[src/inc/mode_irq_consts.vh]
// Constants for the reset mode selector and interrupt request front end.
`ifndef MODE_IRQ_CONSTS_VH
`define MODE_IRQ_CONSTS_VH
// ----------------------------------------------------------------------
// Mode encodings
// ----------------------------------------------------------------------
`define MODE_SINGLE_CHIP 2'h0
`define MODE_SELF_CHECK 2'h1
`define MODE_FACTORY_TEST 2'h2
// ----------------------------------------------------------------------
// Self-check phases
// ----------------------------------------------------------------------
`define CHK_IDLE 3'h0
`define CHK_PORTS 3'h1
`define CHK_RAM 3'h2
`define CHK_TIMER 3'h3
`define CHK_ROM 3'h4
`define CHK_DONE 3'h5
// ----------------------------------------------------------------------
// Timing and port reset directions
// ----------------------------------------------------------------------
`define SYS_CLK_HZ 10000000
`define MIN_REQUEST_PULSE_WIDTH_NS 250
`define MIN_REQUEST_PULSE_CYCLES ((`MIN_REQUEST_PULSE_WIDTH_NS * (`SYS_CLK_HZ / 1000000) + 999) / 1000)
`define PORT_RESET_DIR 8'h00
`define PORTC_RESET_DIR 4'h0
`define CHK_STEP_CYCLES 16'h0010
`endif

[src/design/request_filter.v]
// Synchroniser and minimum pulse width filter for the request pin.
`timescale 1ns/10ps
module request_filter #(
   parameter CNT_W = 8,
   parameter [CNT_W-1:0] MIN_CYCLES = 8'h03
) (
   // Clock and reset
   input wire sys_clk,
   input wire sys_rst,
   // Pin and result
   input wire pin_n,
   output reg low_ok_ff,
   output reg level_low_ff
);
   reg [2:0] sync_ff;
   reg [CNT_W-1:0] cnt_ff;
   reg stable_ff;
   // Reset idles high, matching a released pin.
   always @(posedge sys_clk or posedge sys_rst) begin
      if (sys_rst) begin
         sync_ff <= 3'h7;
         stable_ff <= 1'b1;
      end else begin
         sync_ff <= {sync_ff[1:0], pin_n};
         if (sync_ff[1] == sync_ff[2]) begin
            stable_ff <= sync_ff[2];
         end
      end
   end
   // A low shorter than the minimum width never reaches the latch.
   always @(posedge sys_clk or posedge sys_rst) begin
      if (sys_rst) begin
         cnt_ff <= {CNT_W{1'b0}};
         low_ok_ff <= 1'b0;
         level_low_ff <= 1'b0;
      end else begin
         level_low_ff <= ~stable_ff;
         if (stable_ff) begin
            cnt_ff <= {CNT_W{1'b0}};
            low_ok_ff <= 1'b0;
         end else if (cnt_ff + 1'b1 >= MIN_CYCLES) begin
            low_ok_ff <= 1'b1;
         end else begin
            cnt_ff <= cnt_ff + 1'b1;
         end
      end
   end
endmodule // request_filter

[src/design/reset_mode_irq.v]
// Reset mode selection and external request front end.
//
// Summary of operation
// - Build option picks falling-edge only or falling-edge plus low-level sensing.
// - A low held at least the minimum width sets the pending latch while the test level is low.
// - Latch is tested at instruction end; service only when mask is clear.
// - A masked request stays pending and is served once mask clears.
// - Without the PLL the bus clock is the oscillator divided by two.
// - Reset low forces a defined start-up state on the core, request latch, port directions and self-check.
// - All port lines of both byte ports and nibble port become inputs.
// - Exactly three modes, chosen from pin conditions at reset end.
// - Normal request level at reset release gives single-chip mode.
// - Test level with strap high gives self-check, strap low factory test.
// - Single-chip mode keeps buses internal and offers general ports.
// - Self-check enables the PLL before the automatic checks begin.
// - Checks run ports, RAM, timer flags, then ROM parity in order.
`timescale 1ns/10ps
`include "mode_irq_consts.vh"
module reset_mode_irq #(
   parameter LEVEL_SENSE = 1'b0
) (
   // Clock and reset
   input wire sys_clk,
   input wire sys_rst,
   // Board pins
   input wire reset_pin_n,
   input wire request_pin_n,
   input wire test_select_level,
   input wire mode_strap_pin,
   // Core handshake
   input wire instr_done,
   input wire irq_mask,
   input wire timer_overflow_flag,
   input wire realtime_interrupt_flag,
   input wire chk_step_ok,
   // Results
   output reg [1:0] mode_ff,
   output reg core_reset_ff,
   output reg irq_pending_ff,
   output reg irq_start_ff,
   output reg bus_clk_en_ff,
   output reg pll_enable_ff,
   output reg external_bus_en_ff,
   output reg [7:0] porta_dir_ff,
   output reg [7:0] portb_dir_ff,
   output reg [3:0] portc_dir_ff,
   output reg [2:0] chk_phase_ff,
   output reg chk_fail_ff
);
   // ----------------------------------------------------------------------
   // Pin synchronisers
   // ----------------------------------------------------------------------
   reg [2:0] rst_sync_ff;
   reg [2:0] tst_sync_ff;
   reg [2:0] strap_sync_ff;
   reg rst_low_ff;
   reg tst_ff;
   reg strap_ff;
   always @(posedge sys_clk or posedge sys_rst) begin
      if (sys_rst) begin
         rst_sync_ff <= 3'h0;
         tst_sync_ff <= 3'h0;
         strap_sync_ff <= 3'h0;
         rst_low_ff <= 1'b1;
         tst_ff <= 1'b0;
         strap_ff <= 1'b0;
      end else begin
         rst_sync_ff <= {rst_sync_ff[1:0], reset_pin_n};
         tst_sync_ff <= {tst_sync_ff[1:0], test_select_level};
         strap_sync_ff <= {strap_sync_ff[1:0], mode_strap_pin};
         if (rst_sync_ff[1] == rst_sync_ff[2]) begin
            rst_low_ff <= ~rst_sync_ff[2];
         end
         if (tst_sync_ff[1] == tst_sync_ff[2]) begin
            tst_ff <= tst_sync_ff[2];
         end
         if (strap_sync_ff[1] == strap_sync_ff[2]) begin
            strap_ff <= strap_sync_ff[2];
         end
      end
   end
   // ----------------------------------------------------------------------
   // Request filter
   // ----------------------------------------------------------------------
   wire low_ok;
   // The count is reckoned as an integer, then cut to the filter's counter width.
   localparam integer MIN_PULSE_INT = `MIN_REQUEST_PULSE_CYCLES;
   localparam [7:0] MIN_PULSE = MIN_PULSE_INT[7:0];
   request_filter #(
      .CNT_W(8),
      .MIN_CYCLES(MIN_PULSE)
   ) u_filter (
      .sys_clk(sys_clk),
      .sys_rst(sys_rst),
      .pin_n(request_pin_n),
      .low_ok_ff(low_ok),
      .level_low_ff()
   );
   reg low_ok_d_ff;
   wire fall_evt = low_ok & ~low_ok_d_ff;
   wire req_evt = fall_evt | (LEVEL_SENSE & low_ok);
   wire service = instr_done & irq_pending_ff & ~irq_mask & ~core_reset_ff;
   // ----------------------------------------------------------------------
   // Mode capture, reset hold and request latch
   // ----------------------------------------------------------------------
   // The external reset pin and the system reset both hold the core, so
   // mode capture happens at the first cycle the pin is seen high.
   always @(posedge sys_clk or posedge sys_rst) begin
      if (sys_rst) begin
         mode_ff <= `MODE_SINGLE_CHIP;
         core_reset_ff <= 1'b1;
         low_ok_d_ff <= 1'b0;
         irq_pending_ff <= 1'b0;
         irq_start_ff <= 1'b0;
         porta_dir_ff <= `PORT_RESET_DIR;
         portb_dir_ff <= `PORT_RESET_DIR;
         portc_dir_ff <= `PORTC_RESET_DIR;
         external_bus_en_ff <= 1'b0;
      end else begin
         low_ok_d_ff <= low_ok;
         irq_start_ff <= service;
         external_bus_en_ff <= 1'b0;
         if (rst_low_ff) begin
            core_reset_ff <= 1'b1;
            irq_pending_ff <= 1'b0;
            porta_dir_ff <= `PORT_RESET_DIR;
            portb_dir_ff <= `PORT_RESET_DIR;
            portc_dir_ff <= `PORTC_RESET_DIR;
         end else begin
            if (core_reset_ff) begin
               core_reset_ff <= 1'b0;
               if (!tst_ff) begin
                  mode_ff <= `MODE_SINGLE_CHIP;
               end else if (strap_ff) begin
                  mode_ff <= `MODE_SELF_CHECK;
               end else begin
                  mode_ff <= `MODE_FACTORY_TEST;
               end
            end
            // A new request in the service cycle wins over the clear.
            if (req_evt && !tst_ff) begin
               irq_pending_ff <= 1'b1;
            end else if (service) begin
               irq_pending_ff <= 1'b0;
            end
         end
      end
   end
   // ----------------------------------------------------------------------
   // Bus clock divider
   // ----------------------------------------------------------------------
   always @(posedge sys_clk or posedge sys_rst) begin
      if (sys_rst) begin
         bus_clk_en_ff <= 1'b0;
      end else begin
         bus_clk_en_ff <= ~bus_clk_en_ff;
      end
   end
   // ----------------------------------------------------------------------
   // Self-check sequencer
   // ----------------------------------------------------------------------
   // Each phase waits a fixed settle time, then takes the core's verdict.
   reg [15:0] step_cnt_ff;
   reg [15:0] nxt_step_cnt;
   reg [2:0] nxt_phase;
   reg nxt_fail;
   wire step_end = (step_cnt_ff == `CHK_STEP_CYCLES);
   always @* begin
      nxt_phase = chk_phase_ff;
      nxt_fail = chk_fail_ff;
      nxt_step_cnt = step_end ? 16'h0000 : step_cnt_ff + 16'h0001;
      case (chk_phase_ff)
         `CHK_IDLE: begin
            nxt_step_cnt = 16'h0000;
            if (mode_ff == `MODE_SELF_CHECK && !core_reset_ff && pll_enable_ff) begin
               nxt_phase = `CHK_PORTS;
            end
         end
         `CHK_PORTS, `CHK_RAM, `CHK_ROM: begin
            if (step_end) begin
               nxt_fail = chk_fail_ff | ~chk_step_ok;
               nxt_phase = chk_phase_ff + 3'h1;
            end
         end
         `CHK_TIMER: begin
            if (step_end) begin
               nxt_fail = chk_fail_ff | ~(chk_step_ok & timer_overflow_flag
                  & realtime_interrupt_flag);
               nxt_phase = `CHK_ROM;
            end
         end
         `CHK_DONE: begin
            nxt_step_cnt = 16'h0000;
         end
         default: begin
            nxt_phase = `CHK_IDLE;
            nxt_step_cnt = 16'h0000;
         end
      endcase
   end
   always @(posedge sys_clk or posedge sys_rst) begin
      if (sys_rst) begin
         chk_phase_ff <= `CHK_IDLE;
         chk_fail_ff <= 1'b0;
         step_cnt_ff <= 16'h0000;
         pll_enable_ff <= 1'b0;
      end else if (core_reset_ff) begin
         chk_phase_ff <= `CHK_IDLE;
         chk_fail_ff <= 1'b0;
         step_cnt_ff <= 16'h0000;
         pll_enable_ff <= 1'b0;
      end else begin
         chk_phase_ff <= nxt_phase;
         chk_fail_ff <= nxt_fail;
         step_cnt_ff <= nxt_step_cnt;
         pll_enable_ff <= (mode_ff == `MODE_SELF_CHECK);
      end
   end
endmodule // reset_mode_irq

[config.mk]
export PLATFORM = sky130hd
export DESIGN_NAME = reset_mode_irq
export DESIGN_NICKNAME = d
export VERILOG_FILES = /design/src/design/request_filter.v /design/src/design/reset_mode_irq.v
export VERILOG_INCLUDE_DIRS = /design/src /design/src/inc
export SDC_FILE = /design/constraint.sdc
export NUM_CORES = 1
export LEC_CHECK = 0
export BUFFER_PORTS_ARGS = -buffer_cell sky130_fd_sc_hd__buf_2
export CAP_MARGIN = 20
export CELL_PAD_IN_SITES_DETAIL_PLACEMENT = 1
export CELL_PAD_IN_SITES_GLOBAL_PLACEMENT = 1
export CORE_MARGIN = 4
export CORE_UTILIZATION = 47
export DETAILED_ROUTE_END_ITERATION = 10
export PLACE_DENSITY_LB_ADDON = 0.1
export SLEW_MARGIN = 10
export SYNTH_ARGS = -nofsm -noshare
export SYNTH_HDL_FRONTEND = slang
export SYNTH_SLANG_ARGS = --single-unit
export TNS_END_PERCENT = 100
[constraint.sdc]
create_clock -name sys_clk -period 3 [get_ports sys_clk]
set_input_delay 0.3 -clock sys_clk [delete_from_list [all_inputs] [get_ports sys_clk]]
set_output_delay 0.3 -clock sys_clk [all_outputs]
set_load 0.03 [all_outputs]
# Yosys cells after proc, flatten, opt, wreduce, memory -nomap -nowiden
# Cells that the tools add are included.
# op_classes
magnitude_cmp	1
n_mux	23
eq_ne	16
add_sub_neg	3
bitwise	16
n_reduce_logical	14
# ops
operator	n
$mux W16	3
$add A16 B1 Y16 const B	1
$eq A16 B5 Y1 const B	1
$mux W8	2
$mux W3	4
$pmux W3 S4	1
$mux W1	10
$ne A3 B3 Y1 const B	3
$add A8 B1 Y8 const B	1
$ge A8 B2 Y1 const B	1
$not A1 Y1	8
$and A1 B1 Y1	6
$eq A3 B2 Y1 const B	2
$eq A3 B3 Y1 const B	2
$reduce_bool A3 Y1	2
$eq A1 B1 Y1	4
$mux W2	2
$reduce_and A4 Y1	1
$reduce_or A4 Y1	1
$add A3 B1 Y3 const B	1
$eq A3 B1 Y1 const B	1
$logic_and A1 B1 Y1	3
$logic_not A3 Y1	1
$reduce_and A3 Y1	1
other kinds (9)	11
# totals
in_bits	11
ff_bits	53
word_cells	93
out_inout_bits	32

# Logic depth before layout (Yosys ltp)
# depth
depth_word	7
ltp_mapped	7

# Modules after synthesis
# From an unflattened synthesis, not the netlist that was laid out.
# unflattened
hier_cells	235
area_unflattened_um2	2556.2
# modules_own_cells
module	cells_per_inst	area_each_um2	instances
reset_mode_irq	180	1911.8	1
request_filter	55	644.4	1

# Least setup slack after synthesis
# No wires, ideal clock.
# synth_path
path_kind	register -> register
from	reg chk_phase_ff[0]
to	reg chk_phase_ff[2]
setup_time_ns	0.122
t_required_ns	2.878
setup_slack_ns	1.229
path_buffers	0
path_stages_with_launch	8
arrival_time_ns	1.649
synth_period_minus_slack_ns	1.771
cell_sequence	dfrtp_1 inv_1 ha_1 nor3_1 o21ai_0 nand3_2 nand2_1 a32o_1
# synth_between
elab_chain_len	4
word_cells_on_any_way	16
classes_between	add/sub (1); eq/ne (9); mux (3); reduce/logical (3)
# synth_lines
element	line_no	text
start, declared	reset_mode_irq.v:47	output reg [2:0] chk_phase_ff,
start signal, assigned	reset_mode_irq.v:203	chk_phase_ff <= `CHK_IDLE;
start signal, assigned	reset_mode_irq.v:208	chk_phase_ff <= `CHK_IDLE;
start signal, assigned	reset_mode_irq.v:213	chk_phase_ff <= nxt_phase;
$add A3 B1 Y3, or another cell as far along	reset_mode_irq.v:182	nxt_phase = chk_phase_ff + 3'h1;
$mux W3 / $reduce_or A3 Y1 (equally long branches)	-	
$pmux W3 S4 / $ne A3 B3 Y1 (equally long branches)	-	
$mux W3 / $reduce_and A4 Y1 (equally long branches)	-	
# Parallel ways exist; a longest one is shown, timed or not. The select of a mux whose other input is x is not followed.
# A chain may end at the register's enable or synchronous reset.

# Final worst setup path
# layout_path
from	reg chk_phase_ff[0]
to	reg chk_phase_ff[1]
# Same word-level chain as after synthesis.

==> impl_metrics.py <==
metrics = {
    "worst_hold_path": {
        "holdCritPathClass": "in2reg",
        "holdPathStages": 1,
    },
    "sta": {
        "post-route-min-period_ps": 1990,
        "max_freq_mhz": 502,
        "worst_pin_slew_ps": 797,
        "hold_viol_final": 0,
        "setup_slack_ps": 1010,
        "slew_headroom_pct": 46.8,
        "fin_crit_sh_pct": 66.4,
        "setup_viol_count_final": 0,
        "skew_ps": 14.2,
        "hold_slack_ps": 77.8,
        "drv_slew": 0,
        "fin_setup_tns_ps": 0,
        "rsz0062_at_grt": "no",
    },
    "critical_path": {
        "cp-end-kind": "flip-flop",
        "cpMaxStageDelayCell": "dfrtp_1",
        "r2r_cells": 7,
        "critical-path-max-stage-delay_ps": 440,
        "arrival_ps": 2240,
        "worstPathCellList": "inv_1 -> ha_1 -> nor2b_1 -> o21ai_0 -> nand3_2 -> nand2_1 -> mux2i_1",
        "critPathKind": "reg2reg",
        "path_delay_family": "simple AND/OR/NAND/NOR gates",
        "cp-start-kind": "flip-flop",
        "cp_num_buf_inv": 1,
        "cp.required_ps": 3250,
        "crit_cells": 7,
        "path_max_fanout": 17,
    },
    "floorplanning": {
        "row_count": 26,
        "io_pins": 43,
        "die_h_um": 80.7,
        "start_util_pct": 48.6,
        "die_w_um": 80.7,
        "coreArea_um2": 5110,
        "die-area_um2": 6510,
    },
    "clock_network": {
        "clk_latency_ps": 310,
        "clock_path_buffers": 2,
        "cts_sinks": 53,
        "post_cts_resized": 0,
        "cts_hold_buf": 0,
        "tritoncts": "built",
        "htree_levels": 2,
        "clk_pin_slew_ps": 100,
        "cts_setup_buffers": 0,
        "numCtsBuffers": 5,
        "root_buffer": "clkbuf_8",
    },
    "detailed_routing": {
        "drt-pass1-iter-count": 4,
        "vias": 1627,
        "drt_iter0_markers": 59,
        "antenna_left": 0,
        "viasPerCell": 4.96,
        "wl_um": 4440,
        "wire_per_inst_um": 13.5,
        "drc": 0,
    },
    "placement": {
        "pre_cts_slack_ps": 955,
        "placed_area_um2": 2600,
        "dp_hpwl_um": 3290,
        "port_buffers": 21,
        "gp_congestion": 0.813,
    },
    "cells_and_area": {
        "n_fill_cell": 591,
        "final_core_util_pct": 52.8,
        "mostFrequentLayoutCells": "dfrtp_1, conb_1, buf_2",
        "synthToLayoutAreaGrowth_pct": 8.77,
        "antenna_cells": 0,
        "nets": 277,
        "layout_commonest_cell": "dfrtp_1",
        "final_area_um2": 2700,
        "layout-drive-gt1-share_pct": 18.6,
    },
    "yosys": {
        "synth_cells": 229,
        "yosysWarningCount": 0,
        "syn_avg_cell_area_um2": 10.8,
        "ys_seq_area_share_pct": 53.8,
        "netlist_area_um2": 2480,
        "ys.flop_type": "dfrtp_1",
        "asyncSetResetFlopFracSynth_pct": 100,
        "ys_seq_elements": 53,
        "synth_cell_types": 47,
        "synth-edff-count": 0,
    },
    "power": {
        "p_leak_uw": 0.00127,
        "ir_worst_vdd_v": 0.000396,
        "powerDensity_nw_per_um2": 610,
    },
    "run": {
        "maxCapViolCount": 0,
    },
    "global_route": {
        "grt_max_degree": 39,
        "grt_first_pass_wirelength_um": 8020,
        "grt_overflow_total": 0,
        "antenna_found_initial": 0,
        "grt.total_usage_pct": 16.0,
        "grt_pass1_vias": 1733,
    },
    "outcome": {
        "outcome": "complete, no violations",
    },
}
==> synthesized netlist by cell type, types with 5 or more instances <==
cell / instances / area [um^2]
xor2_1: 6 / 52.6
nor2_1: 20 / 75.1
xnor2_1: 7 / 61.3
a21oi_1: 6 / 30.0
nand3_1: 8 / 40.0
o21ai_0: 8 / 40.0
dfrtp_1: 47 / 1180
dfstp_2: 6 / 158
nand2_1: 16 / 60.1
inv_1: 15 / 56.3
nor3_1: 7 / 35.0
buf_4: 21 / 158
and2_1: 5 / 31.3
ha_1: 9 / 113
==> kinds of logic (layout without fill, tap and decap cells) <==
| group | Yosys count | after routing | share of synthesized area, % |
|---|---|---|---|
| AO/OA/AOI/OAI | 27 | 27 | 7.16 |
| AND/OR/NAND/NOR | 84 | 84 | 19.0 |
| flip-flops | 53 | 53 | 53.8 |
| buffers and inverters | 37 | 46 | 8.82 |
| XOR/XNOR | 13 | 13 | 4.59 |
| multiplexers | 2 | 2 | 0.807 |
| adder cells (fa/ha/maj) | 12 | 12 | 5.75 |
| other | 1 | 21 | 0.151 |
==> final cells by class <==
| cell class | count | area, um^2 | area share, % |
|---|---|---|---|
| Clock buffer | 5 | 68.8 | 2.55 |
| Clock inverter | 3 | 28.8 | 1.07 |
| Inverter | 15 | 56.3 | 2.09 |
| Multi-Input combinational cell | 159 | 1000 | 37.2 |
| Sequential cell | 53 | 1330 | 49.4 |
| Tap cell | 70 | 87.6 | 3.25 |
| Timing Repair Buffer | 23 | 120 | 4.45 |
==> routing by layer <==
metal / part of all wire, % / GRT usage (%) / up-vias / wire length (um)
li1: - / - / 790 / -
met1: 45 / 20.1 / 808 / 2010
met2: 50 / 27.1 / 23 / 2220
met3: 3.4 / 3.70 / 6 / 152
met4: 1.4 / 5.07 / 0 / 62
met5: 0 / 0 / - / 0
==> metrics by stage <==
| stage | instances | total power [uW] |
|---|---|---|
| global placement | 320 | 1220 |
| floorplan | 249 | 1160 |
| global route | 328 | 1770 |
| finish | 328 | 1650 |
| CTS | 328 | 1680 |
| detailed placement | 320 | 1240 |
==> path summary, 6_finish.rpt <==
path / slack (ps) / start / end
setup / recovery: 1010 / chk_phase_ff[0]$_DFFE_PP0P_ / chk_phase_ff[1]$_DFFE_PP0P_
hold / removal: 80 / request_pin_n / u_filter.sync_ff[0]$_DFF_PP1_
setup reg to reg: 1010 / chk_phase_ff[0]$_DFFE_PP0P_ / chk_phase_ff[1]$_DFFE_PP0P_
hold reg to reg: 360 / rst_sync_ff[0]$_DFF_PP0_ / rst_sync_ff[1]$_DFF_PP0_
max in group asynchronous: 2240 / sys_rst / u_filter.cnt_ff[6]$_DFFE_PP0P_
min in group asynchronous: 120 / sys_rst / mode_ff[1]$_DFFE_PP0P_
==> state kept, by name (all words and copies together), names as in the netlist, 2 cells and up <==
signal and flops:
step_cnt_ff 16, u_filter.sync_ff 3, u_filter.cnt_ff 8, chk_phase_ff 3, strap_sync_ff 3, rst_sync_ff 3
tst_sync_ff 3, mode_ff 2
==> worst reg2reg max path, stage by stage, from the launching register on <==
cell and delay (ps):
dfrtp_1 440, inv_1 120, ha_1 210, nor2b_1 70, o21ai_0 260, nand3_2 360, nand2_1 260, mux2i_1 200
==> report_power, final <==
part | switching [uW] | leakage, uW | internal (uW) | total, uW
clock network | 258 | 0.0000506 | 175 | 433
logic | 248 | 0.000541 | 128 | 376
registers | 58.0 | 0.000682 | 780 | 838
No activity file was read; power rests on OpenSTA's default activity.
